[config.mk]
export PLATFORM = sky130hd
export DESIGN_NAME = gtp_top
export DESIGN_NICKNAME = d
export VERILOG_FILES = /design/src/rtl/gtp_top.v
export VERILOG_INCLUDE_DIRS = /design/src /design/src/rtl
export SDC_FILE = /design/constraint.sdc
export NUM_CORES = 1
export LEC_CHECK = 0
export BUFFER_PORTS_ARGS = -buffer_cell sky130_fd_sc_hd__buf_2
export CAP_MARGIN = 20
export CORE_UTILIZATION = 41
export DETAILED_ROUTE_END_ITERATION = 12
export HOLD_SLACK_MARGIN = 0.12
export RECOVER_POWER = 25
export SLEW_MARGIN = 20
export SYNTH_ARGS = -nofsm -noshare
export SYNTH_HDL_FRONTEND = slang
export SYNTH_SLANG_ARGS = --single-unit
[constraint.sdc]
create_clock -name I_CLOCK -period 3.39 [get_ports I_CLOCK]
set_input_delay 0.339 -clock I_CLOCK [delete_from_list [all_inputs] [get_ports I_CLOCK]]
set_output_delay 0.339 -clock I_CLOCK [all_outputs]
set_load 0.02 [all_outputs]
[src/rtl/gtp_map.vh]
// register offsets, field positions, reset values and counts for the gated timer pair
// assumes an 8-bit register port with a 4-bit address
`ifndef GTP_MAP_VH
`define GTP_MAP_VH
`define GTP_OFS_C8_VALUE 4'h0
`define GTP_OFS_C8_CTRL 4'h1
`define GTP_OFS_C16_LOW 4'h2
`define GTP_OFS_C16_HIGH 4'h3
`define GTP_OFS_C16_CTRL 4'h4
`define GTP_OFS_GATE_CTRL 4'h5
`define GTP_OFS_STATUS 4'h6
`define GTP_OFS_OSC_STATE 4'h7
`define GTP_C8_SRC_BIT 0
`define GTP_C8_EDGE_BIT 1
`define GTP_C8_NOPS_BIT 2
`define GTP_C8_RATE_LSB 3
`define GTP_C16_ON_BIT 0
`define GTP_C16_EXT_BIT 1
`define GTP_C16_NOSYNC_BIT 2
`define GTP_C16_OSCEN_BIT 3
`define GTP_C16_PS_LSB 4
`define GTP_GATE_SEL_LSB 0
`define GTP_GATE_VAL_BIT 2
`define GTP_GATE_POL_BIT 6
`define GTP_GATE_EN_BIT 7
`define GTP_ST_C8_FLAG_BIT 0
`define GTP_ST_C16_FLAG_BIT 1
`define GTP_ST_C8_IEN_BIT 4
`define GTP_ST_C16_IEN_BIT 5
`define GTP_OSC_READY_BIT 0
`define GTP_GATE_SRC_PIN 2'h0
`define GTP_GATE_SRC_WRAP 2'h1
`define GTP_GATE_SRC_CMPA 2'h2
`define GTP_GATE_SRC_CMPB 2'h3
`define GTP_C8_CTRL_RST 6'h00
`define GTP_C16_CTRL_RST 6'h00
`define GTP_C8_PS_BASE 8'hFE
`define GTP_C16_PS_BASE 8'hFF
`define GTP_OSC_READY_COUNT 11'h400
`endif

[src/rtl/gtp_top.v]
// 8-bit timer/counter and 16-bit gated timer/counter with secondary oscillator watch
// assumes one clock enable pulse per instruction cycle; pins are asynchronous to I_CLOCK
//
// What this block does
// timer mode: count8 advances each instruction cycle
// count8 write holds counting two cycles
// source select one: count8 counts external pin
// edge select picks rising or falling edges
// count8 has its own 8-bit prescaler, divide by 2 to 256
// count8 wrap FFh to 00h is gate source
// count8 wrap sets readable clearable interrupt flag
// count16 clock divided by 1, 2, 4, 8
// count16 prescaler hidden, cleared on byte write
// count16 read as high and low bytes
// oscillator enable starts oscillator, runs in sleep
// enable clears ready; set after 1024 cycles
// sync disable counts external clock unsynchronized
// async external count runs in sleep, wakes
// async byte reads always return valid values
// software stops count16 before writing bytes
// mode switch may skip or add increment
// gate disabled counts freely, enabled gates
// gated counting only when gate equals polarity
// gate sources: pin, wrap, comparator A
// gate source 11 picks comparator B
// each count8 wrap pulses the gate
// count16 wrap sets readable clearable flag
//
// Chosen here: strobed register access and the placing of the registers.
`include "gtp_map.vh"

module gtp_top (
	input wire I_CLOCK,
	input wire I_RST,
	input wire I_CE,
	input wire [3:0] I_ADDR,
	input wire [7:0] I_WDATA,
	input wire I_WR,
	input wire I_RD,
	output reg [7:0] O_RDATA,
	input wire I_SLEEP,
	input wire I_COUNT8_EXT_CLOCK_PIN,
	input wire I_COUNT16_GATE_PIN,
	input wire I_COMPARATOR_A_SYNC_OUT,
	input wire I_COMPARATOR_B_SYNC_OUT,
	input wire I_SEC_OSC_INPUT_PIN,
	output reg O_SEC_OSC_OUTPUT_PIN,
	output wire O_COUNT8_WRAP_EVENT,
	output wire O_COUNT8_IRQ,
	output wire O_COUNT16_WAKE_IRQ,
	output wire O_SEC_OSC_READY_FLAG
);

	function [7:0] ps_mask;
		input [7:0] base;
		input [2:0] sh;
		begin
			ps_mask = ~(base << sh);
		end
	endfunction

	function wr_at;
		input [3:0] ofs;
		begin
			wr_at = I_WR && (I_ADDR == ofs);
		end
	endfunction

	// pin synchronisers: index 0 count8 pin, 1 gate pin, 2 comparator B, 3 oscillator
	wire [3:0] pin_raw;
	reg [3:0] sync1_q;
	reg [3:0] sync2_q;
	assign pin_raw = {I_SEC_OSC_INPUT_PIN, I_COMPARATOR_B_SYNC_OUT,
		I_COUNT16_GATE_PIN, I_COUNT8_EXT_CLOCK_PIN};

	genvar gi;
	generate
		for (gi = 0; gi < 4; gi = gi + 1) begin : g_sync
			always @(posedge I_CLOCK or posedge I_RST) begin
				if (I_RST) begin
					sync1_q[gi] <= 1'b0;
					sync2_q[gi] <= 1'b0;
				end else if (I_CE) begin
					sync1_q[gi] <= pin_raw[gi];
					sync2_q[gi] <= sync1_q[gi];
				end
			end
		end
	endgenerate

	// history stages for edge detection, all behind the second sync flop
	reg c8_pin_q;
	reg osc_fast_q;
	reg osc_slow_q;

	always @(posedge I_CLOCK or posedge I_RST) begin
		if (I_RST) begin
			c8_pin_q <= 1'b0;
			osc_fast_q <= 1'b0;
			osc_slow_q <= 1'b0;
		end else if (I_CE) begin
			c8_pin_q <= sync2_q[0];
			osc_fast_q <= sync2_q[3];
			osc_slow_q <= osc_fast_q;
		end
	end

	wire c8_pin_rise;
	wire c8_pin_fall;
	wire osc_rise_fast;
	wire osc_rise_slow;
	assign c8_pin_rise = sync2_q[0] & ~c8_pin_q;
	assign c8_pin_fall = ~sync2_q[0] & c8_pin_q;
	assign osc_rise_fast = sync2_q[3] & ~osc_fast_q;
	// extra phase-alignment stage in synchronous mode; leaving or entering it
	// moves the edge by a cycle, so one increment may be lost or doubled
	assign osc_rise_slow = osc_fast_q & ~osc_slow_q;

	// count8 state
	reg [7:0] c8_value_q;
	reg [7:0] c8_value_d;
	reg [5:0] c8_ctrl_q;
	reg [7:0] c8_ps_q;
	reg [7:0] c8_ps_d;
	reg [1:0] c8_hold_q;
	reg [1:0] c8_hold_d;
	reg c8_wrap_q;
	reg c8_wrap_d;

	wire c8_src;
	wire c8_edge;
	wire c8_nops;
	wire [2:0] c8_rate;
	wire [7:0] c8_mask;
	reg c8_evt;
	reg c8_tick;

	assign c8_src = c8_ctrl_q[`GTP_C8_SRC_BIT];
	assign c8_edge = c8_ctrl_q[`GTP_C8_EDGE_BIT];
	assign c8_nops = c8_ctrl_q[`GTP_C8_NOPS_BIT];
	assign c8_rate = c8_ctrl_q[`GTP_C8_RATE_LSB+2:`GTP_C8_RATE_LSB];
	assign c8_mask = ps_mask(`GTP_C8_PS_BASE, c8_rate);

	always @* begin
		c8_evt = 1'b1;
		if (c8_src) begin
			c8_evt = c8_edge ? c8_pin_fall : c8_pin_rise;
		end
		c8_ps_d = c8_ps_q;
		c8_tick = 1'b0;
		c8_hold_d = c8_hold_q;
		// instruction clock stops in sleep, so count8 freezes there
		if (c8_hold_q != 2'h0) begin
			c8_hold_d = c8_hold_q - 2'h1;
		end else if (c8_evt && !I_SLEEP) begin
			if (c8_nops) begin
				c8_tick = 1'b1;
			end else begin
				c8_ps_d = c8_ps_q + 8'h01;
				c8_tick = ((c8_ps_q & c8_mask) == c8_mask);
			end
		end
		c8_value_d = c8_value_q;
		if (c8_tick) begin
			c8_value_d = c8_value_q + 8'h01;
		end
		c8_wrap_d = c8_tick && (c8_value_q == 8'hFF);
		if (wr_at(`GTP_OFS_C8_VALUE)) begin
			c8_value_d = I_WDATA;
			c8_hold_d = 2'h2;
			c8_ps_d = 8'h00;
			// an overwritten count never reaches 00h, so no wrap
			c8_wrap_d = 1'b0;
		end
	end

	always @(posedge I_CLOCK or posedge I_RST) begin
		if (I_RST) begin
			c8_value_q <= 8'h00;
			c8_ctrl_q <= `GTP_C8_CTRL_RST;
			c8_ps_q <= 8'h00;
			c8_hold_q <= 2'h0;
			c8_wrap_q <= 1'b0;
		end else if (I_CE) begin
			c8_value_q <= c8_value_d;
			c8_ps_q <= c8_ps_d;
			c8_hold_q <= c8_hold_d;
			c8_wrap_q <= c8_wrap_d;
			if (wr_at(`GTP_OFS_C8_CTRL)) begin
				c8_ctrl_q <= I_WDATA[5:0];
			end
		end
	end

	// one-cycle high pulse per wrap, fed to the gate mux below
	assign O_COUNT8_WRAP_EVENT = c8_wrap_q;

	// count16 state
	reg [15:0] c16_value_q;
	reg [15:0] c16_value_d;
	reg [5:0] c16_ctrl_q;
	reg [2:0] c16_ps_q;
	reg [2:0] c16_ps_d;
	reg gate_en_q;
	reg gate_pol_q;
	reg [1:0] gate_sel_q;
	reg gate_lvl;

	wire c16_on;
	wire c16_ext;
	wire c16_nosync;
	wire osc_en;
	wire [7:0] c16_mask;
	wire gate_ok;
	reg c16_evt;
	reg c16_run;
	reg c16_tick;

	assign c16_on = c16_ctrl_q[`GTP_C16_ON_BIT];
	assign c16_ext = c16_ctrl_q[`GTP_C16_EXT_BIT];
	assign c16_nosync = c16_ctrl_q[`GTP_C16_NOSYNC_BIT];
	assign osc_en = c16_ctrl_q[`GTP_C16_OSCEN_BIT];
	assign c16_mask = ps_mask(`GTP_C16_PS_BASE,
		{1'b0, c16_ctrl_q[`GTP_C16_PS_LSB+1:`GTP_C16_PS_LSB]});

	always @* begin
		case (gate_sel_q)
			`GTP_GATE_SRC_PIN: gate_lvl = sync2_q[1];
			`GTP_GATE_SRC_WRAP: gate_lvl = c8_wrap_q;
			`GTP_GATE_SRC_CMPA: gate_lvl = I_COMPARATOR_A_SYNC_OUT;
			`GTP_GATE_SRC_CMPB: gate_lvl = sync2_q[2];
			default: gate_lvl = 1'b0;
		endcase
	end

	// free counting with gate off; otherwise count only at matching level
	assign gate_ok = !gate_en_q || (gate_lvl == gate_pol_q);

	always @* begin
		c16_evt = 1'b1;
		if (c16_ext) begin
			c16_evt = c16_nosync ? osc_rise_fast : osc_rise_slow;
		end
		// only the unsynchronised external path survives sleep
		c16_run = c16_on && (!I_SLEEP || (c16_ext && c16_nosync));
		c16_ps_d = c16_ps_q;
		c16_tick = 1'b0;
		if (c16_run && c16_evt) begin
			c16_ps_d = c16_ps_q + 3'h1;
			c16_tick = gate_ok && ((c16_ps_q & c16_mask[2:0]) == c16_mask[2:0]);
		end
		c16_value_d = c16_value_q;
		if (c16_tick) begin
			c16_value_d = c16_value_q + 16'h0001;
		end
		// a byte write replaces only its own byte of a same-cycle increment; software should stop first
		if (wr_at(`GTP_OFS_C16_LOW)) begin
			c16_value_d[7:0] = I_WDATA;
			c16_ps_d = 3'h0;
		end
		if (wr_at(`GTP_OFS_C16_HIGH)) begin
			c16_value_d[15:8] = I_WDATA;
			c16_ps_d = 3'h0;
		end
	end

	always @(posedge I_CLOCK or posedge I_RST) begin
		if (I_RST) begin
			c16_value_q <= 16'h0000;
			c16_ctrl_q <= `GTP_C16_CTRL_RST;
			c16_ps_q <= 3'h0;
			gate_en_q <= 1'b0;
			gate_pol_q <= 1'b0;
			gate_sel_q <= 2'h0;
		end else if (I_CE) begin
			c16_value_q <= c16_value_d;
			c16_ps_q <= c16_ps_d;
			if (wr_at(`GTP_OFS_C16_CTRL)) begin
				c16_ctrl_q <= I_WDATA[5:0];
			end
			if (wr_at(`GTP_OFS_GATE_CTRL)) begin
				gate_en_q <= I_WDATA[`GTP_GATE_EN_BIT];
				gate_pol_q <= I_WDATA[`GTP_GATE_POL_BIT];
				gate_sel_q <= I_WDATA[`GTP_GATE_SEL_LSB+1:`GTP_GATE_SEL_LSB];
			end
		end
	end

	// sticky flags and interrupt enables; a set beats a same-cycle clear
	reg [1:0] flags_q;
	reg [1:0] flags_d;
	reg [1:0] ien_q;
	wire [1:0] flag_set;
	wire [1:0] flag_clr;

	assign flag_set = {c16_tick && (c16_value_q == 16'hFFFF), c8_wrap_d};
	assign flag_clr = wr_at(`GTP_OFS_STATUS) ?
		{I_WDATA[`GTP_ST_C16_FLAG_BIT], I_WDATA[`GTP_ST_C8_FLAG_BIT]} : 2'h0;

	always @* begin
		flags_d = (flags_q & ~flag_clr) | flag_set;
	end

	always @(posedge I_CLOCK or posedge I_RST) begin
		if (I_RST) begin
			flags_q <= 2'h0;
			ien_q <= 2'h0;
		end else if (I_CE) begin
			flags_q <= flags_d;
			if (wr_at(`GTP_OFS_STATUS)) begin
				ien_q <= {I_WDATA[`GTP_ST_C16_IEN_BIT], I_WDATA[`GTP_ST_C8_IEN_BIT]};
			end
		end
	end

	assign O_COUNT8_IRQ = flags_q[0] & ien_q[0];
	// level usable as a wake request while the core sleeps
	assign O_COUNT16_WAKE_IRQ = flags_q[1] & ien_q[1];

	// secondary oscillator readiness, counted on its own edges
	reg [10:0] osc_cnt_q;
	reg osc_ready_q;
	reg osc_en_prev_q;

	always @(posedge I_CLOCK or posedge I_RST) begin
		if (I_RST) begin
			osc_cnt_q <= 11'h000;
			osc_ready_q <= 1'b0;
			osc_en_prev_q <= 1'b0;
			O_SEC_OSC_OUTPUT_PIN <= 1'b0;
		end else if (I_CE) begin
			osc_en_prev_q <= osc_en;
			// amplifier output keeps toggling in sleep while enabled
			O_SEC_OSC_OUTPUT_PIN <= osc_en & ~sync2_q[3];
			if (!osc_en || !osc_en_prev_q) begin
				osc_cnt_q <= 11'h000;
				osc_ready_q <= 1'b0;
			end else if (osc_rise_fast && !osc_ready_q) begin
				osc_cnt_q <= osc_cnt_q + 11'h001;
				if (osc_cnt_q + 11'h001 == `GTP_OSC_READY_COUNT) begin
					osc_ready_q <= 1'b1;
				end
			end
		end
	end

	assign O_SEC_OSC_READY_FLAG = osc_ready_q;

	// read port: the count is a plain register here, so any byte read is
	// coherent; a carry between the two byte reads is still possible
	reg [7:0] rd_mux;

	always @* begin
		rd_mux = 8'h00;
		case (I_ADDR)
			`GTP_OFS_C8_VALUE: rd_mux = c8_value_q;
			`GTP_OFS_C8_CTRL: rd_mux = {2'h0, c8_ctrl_q};
			`GTP_OFS_C16_LOW: rd_mux = c16_value_q[7:0];
			`GTP_OFS_C16_HIGH: rd_mux = c16_value_q[15:8];
			`GTP_OFS_C16_CTRL: rd_mux = {2'h0, c16_ctrl_q};
			`GTP_OFS_GATE_CTRL: rd_mux = {gate_en_q, gate_pol_q, 3'h0, gate_lvl, gate_sel_q};
			`GTP_OFS_STATUS: rd_mux = {2'h0, ien_q, 2'h0, flags_q};
			`GTP_OFS_OSC_STATE: rd_mux = {7'h00, osc_ready_q};
			default: rd_mux = 8'h00;
		endcase
	end

	always @(posedge I_CLOCK or posedge I_RST) begin
		if (I_RST) begin
			O_RDATA <= 8'h00;
		end else if (I_CE) begin
			O_RDATA <= I_RD ? rd_mux : 8'h00;
		end
	end

endmodule

==> metrics.yaml <==
clocking:
  path_clk_slew_ns: 0.07
  cts-root-buf: "clkbuf_16"
  post_cts_resized: 0
  numCtsBuffers: 9
  clock_path_buffers: 2
  cts.sinks: 91
  insertion_delay_ns: 0.36
  cts_setup_buffers: 0
  cts_tree: "built"
  cts_max_level: 3
  cts_hold_buffers: 0
sta:
  finalHoldViolCount: 0
  slew_headroom_pct: -56.37
  period_minus_slack_ns: 2.623
  setup-tns-final_ns: 0
  tightest_slew_ns: 2.333
  final_max_slew_viol_count: 52
  setup_slack_ns: 0.7669
  skew_ns: 0.008005
  period_share_pct: 77.38
  finalSetupViolations: 0
  clock.fmax_ghz: 0.3812
  rsz0062_at_grt: "false"
logic_synthesis:
  yosys.cell_count.top_type: "dfrtp_1"
  async_flop_share_pct: 100.0
  synthesis.area_sq_um: 5174
  yosys-top-cells-count: "dfrtp_1, nand2_1, nor2_1"
  synth_top_cell_area_share_pct: 44.01
  synth_cells: 562
  synth_warnings: 0
  synth_cell_types: 61
  ys_ff_latch: 91
  synth-edff-count: 0
  ys_top_cells_by_area: "dfrtp_1, mux2_2, nand2_1"
  synthesis.nets: 591
  syn_area_per_cell_sq_um: 9.206
  yosysTopAreaCell: "dfrtp_1"
  synth_seq_area_share_pct: 44.01
  synth-main-ff-cell: "dfrtp_1"
placed_design:
  dpl_cell_area_sq_um: 5545
  portBuffers: 35
  place_congestion: 0.8469
  dp_slack_ns: 0.7563
  dpl.hpwl_mm: 9.480
flow_run:
  max_cap_viol_count: 1
min_path:
  min_to: "sync1_q[0]"
  min_from: "I_COUNT8_EXT_CLOCK_PIN"
  min_path_cells: 2
  hold_path.class: "input port to flip-flop"
drt:
  drt-pass1-iter-count: 5
  num_vias: 4467
  drtIter0Drc: 396
  routedWlPerCell_um: 17.36
  wl_mm: 13.27
  drc: 0
  ant_nets: 0
  routed_via_density: 5.847
cells_and_area:
  drive_gt1_share_pct: 16.78
  multi_input_area_sq_um: 2700
  n_fill_cell: 1168
  synthToLayoutAreaGrowth_pct: 13.06
  antenna_cells: 0
  fin_area_sq_um: 5849
  fin_nets: 620
  regArea_sq_um: 2277
global_routing:
  grt_pass1_wl_mm: 21.73
  overflow: 0
  grt_usage_pct: 21.84
  grt_pass1_vias: 4111
  antenna_found_initial: 0
  grt_max_degree: 53
critical_path:
  crit-reg2reg-launch: "gate_sel_q[1]"
  cp_max_fo: 7
  criticalPathCategory: "flip-flop to flip-flop"
  cp-end-kind: "flip-flop"
  crit_path_start_kind: "flip-flop"
  r2r_cells: 6
  timing.rr.end: "c16_value_q[5]"
  cp_data_required_time_ns: 3.69
  reg2reg_slack_ns: 0.77
  worstPathArrival_ns: 2.92
floorplanning:
  dieArea_sq_um: 13070
  die_height_um: 114.3
  initial_core_util_pct: 42.54
  core_sq_um: 12160
  num_rows: 40
  die_w_um: 114.3
  ios: 36
power_and_ir_drop:
  ir_worst_vdd_v: 0.0003554
  leakagePower_nw: 2.568
  p_per_area_nw_per_um2: 530.4
run_status:
  failed_checks: "max-capacitance violations, max-slew violations"
  status: "finished with violations"
-- registers in the layout, indices dropped and copies added (netlist names), 3 cells and up --
signal and count:
sync2_q 4, c16_ps_q 3, c16_ctrl_q 6, c8_ps_q 8, c16_value_q 16, c8_value_q 8
c8_ctrl_q 6, sync1_q 4, O_RDATA 8, osc_cnt_q 11
-- cell type report --
cell class	count	share of cell area [%]
clock buffer	12	4.385
clock inverter	4	0.8342
inverter	25	1.626
multi-input combinational	419	46.16
sequential	91	38.93
tap	168	3.594
timing repair buffer	45	4.471
-- cells in the final DEF (no fill, tap or decap), drive strengths merged, types with 7 or more instances in the layout --
master / n
a21oi: 22
a22oi: 7
a31oi: 7
and2: 7
and3: 12
buf: 44
clkbuf: 13
dfrtp: 91
inv: 24
mux2: 35
mux2i: 10
nand2: 59
nand2b: 10
nand3: 25
nand3b: 7
nand4: 8
nor2: 52
nor2b: 9
o21ai: 33
o22ai: 15
xor2: 9
-- logic make-up (layout without fill, tap and decap cells) --
logic type	Yosys count	after routing	synth area share, %
AND/OR/NAND/NOR	219	219	21.35
AO/OA/AOI/OAI	138	138	17.70
flip-flops	91	91	44.01
buffers and inverters	52	86	3.797
multiplexers	46	46	9.988
XOR/XNOR	10	10	1.693
adder cells (fa/ha/maj)	6	6	1.451
-- metal layers --
metal | vias to the layer above | part of all wire (%) | wire length [um] | track usage [%]
met4 | 0 | 2.1 | 274 | 8.398
li1 | 2117 | - | - | -
met5 | - | 0 | 0 | 0
met1 | 2207 | 48 | 6307 | 30.83
met3 | 19 | 4.8 | 637 | 4.447
met2 | 124 | 46 | 6045 | 32.93
-- critical path, cell delays in order (launching register included) --
cell and delay [ns]:
dfrtp_1 0.38, mux4_2 0.55, xor2_1 0.16, and2_4 0.17
or4_1 0.67, or4_1 0.55, nand3_1 0.09
-- power breakdown --
group	switching, W	leakage (nW)	internal (W)
logic	0.000323	1.27	0.000294
registers	0.000193	1.15	0.00126
clock network	0.000426	0.153	0.000611
total	0.000942	2.57	0.00216
-- worst max path at each step --
| stage | startpoint | endpoint | slack [ns] | cells after the start |
|---|---|---|---|---|
| after floorplan | I_RST | O_COUNT8_WRAP_EVENT | 0.69 | 1 |
| after global placement | I_COMPARATOR_A_SYNC_OUT | c16_value_q[5] | 0.79 | 7 |
| after CTS | gate_sel_q[1] | c16_value_q[5] | 0.76 | 6 |
| after detailed placement | I_COMPARATOR_A_SYNC_OUT | c16_value_q[5] | 0.76 | 7 |
| final | gate_sel_q[1] | c16_value_q[5] | 0.77 | 6 |
| after global routing | gate_sel_q[1] | c16_value_q[5] | 0.71 | 6 |
-- stage by stage --
step | cells | utilization (%) | total power, W | hold slack [ns]
after global routing | 764 | 48.10 | 0.003275 | 0.2147
after detailed placement | 748 | 45.60 | 0.002085 | 0.4954
final | 764 | 48.10 | 0.003102 | 0.2198
after CTS | 764 | 48.11 | 0.003135 | 0.1773
after global placement | 748 | 45.60 | 0.002059 | 0.4828
after floorplan | 562 | - | 0.001880 | 0.4542
Note: power is estimated with default switching activity, not from simulation.
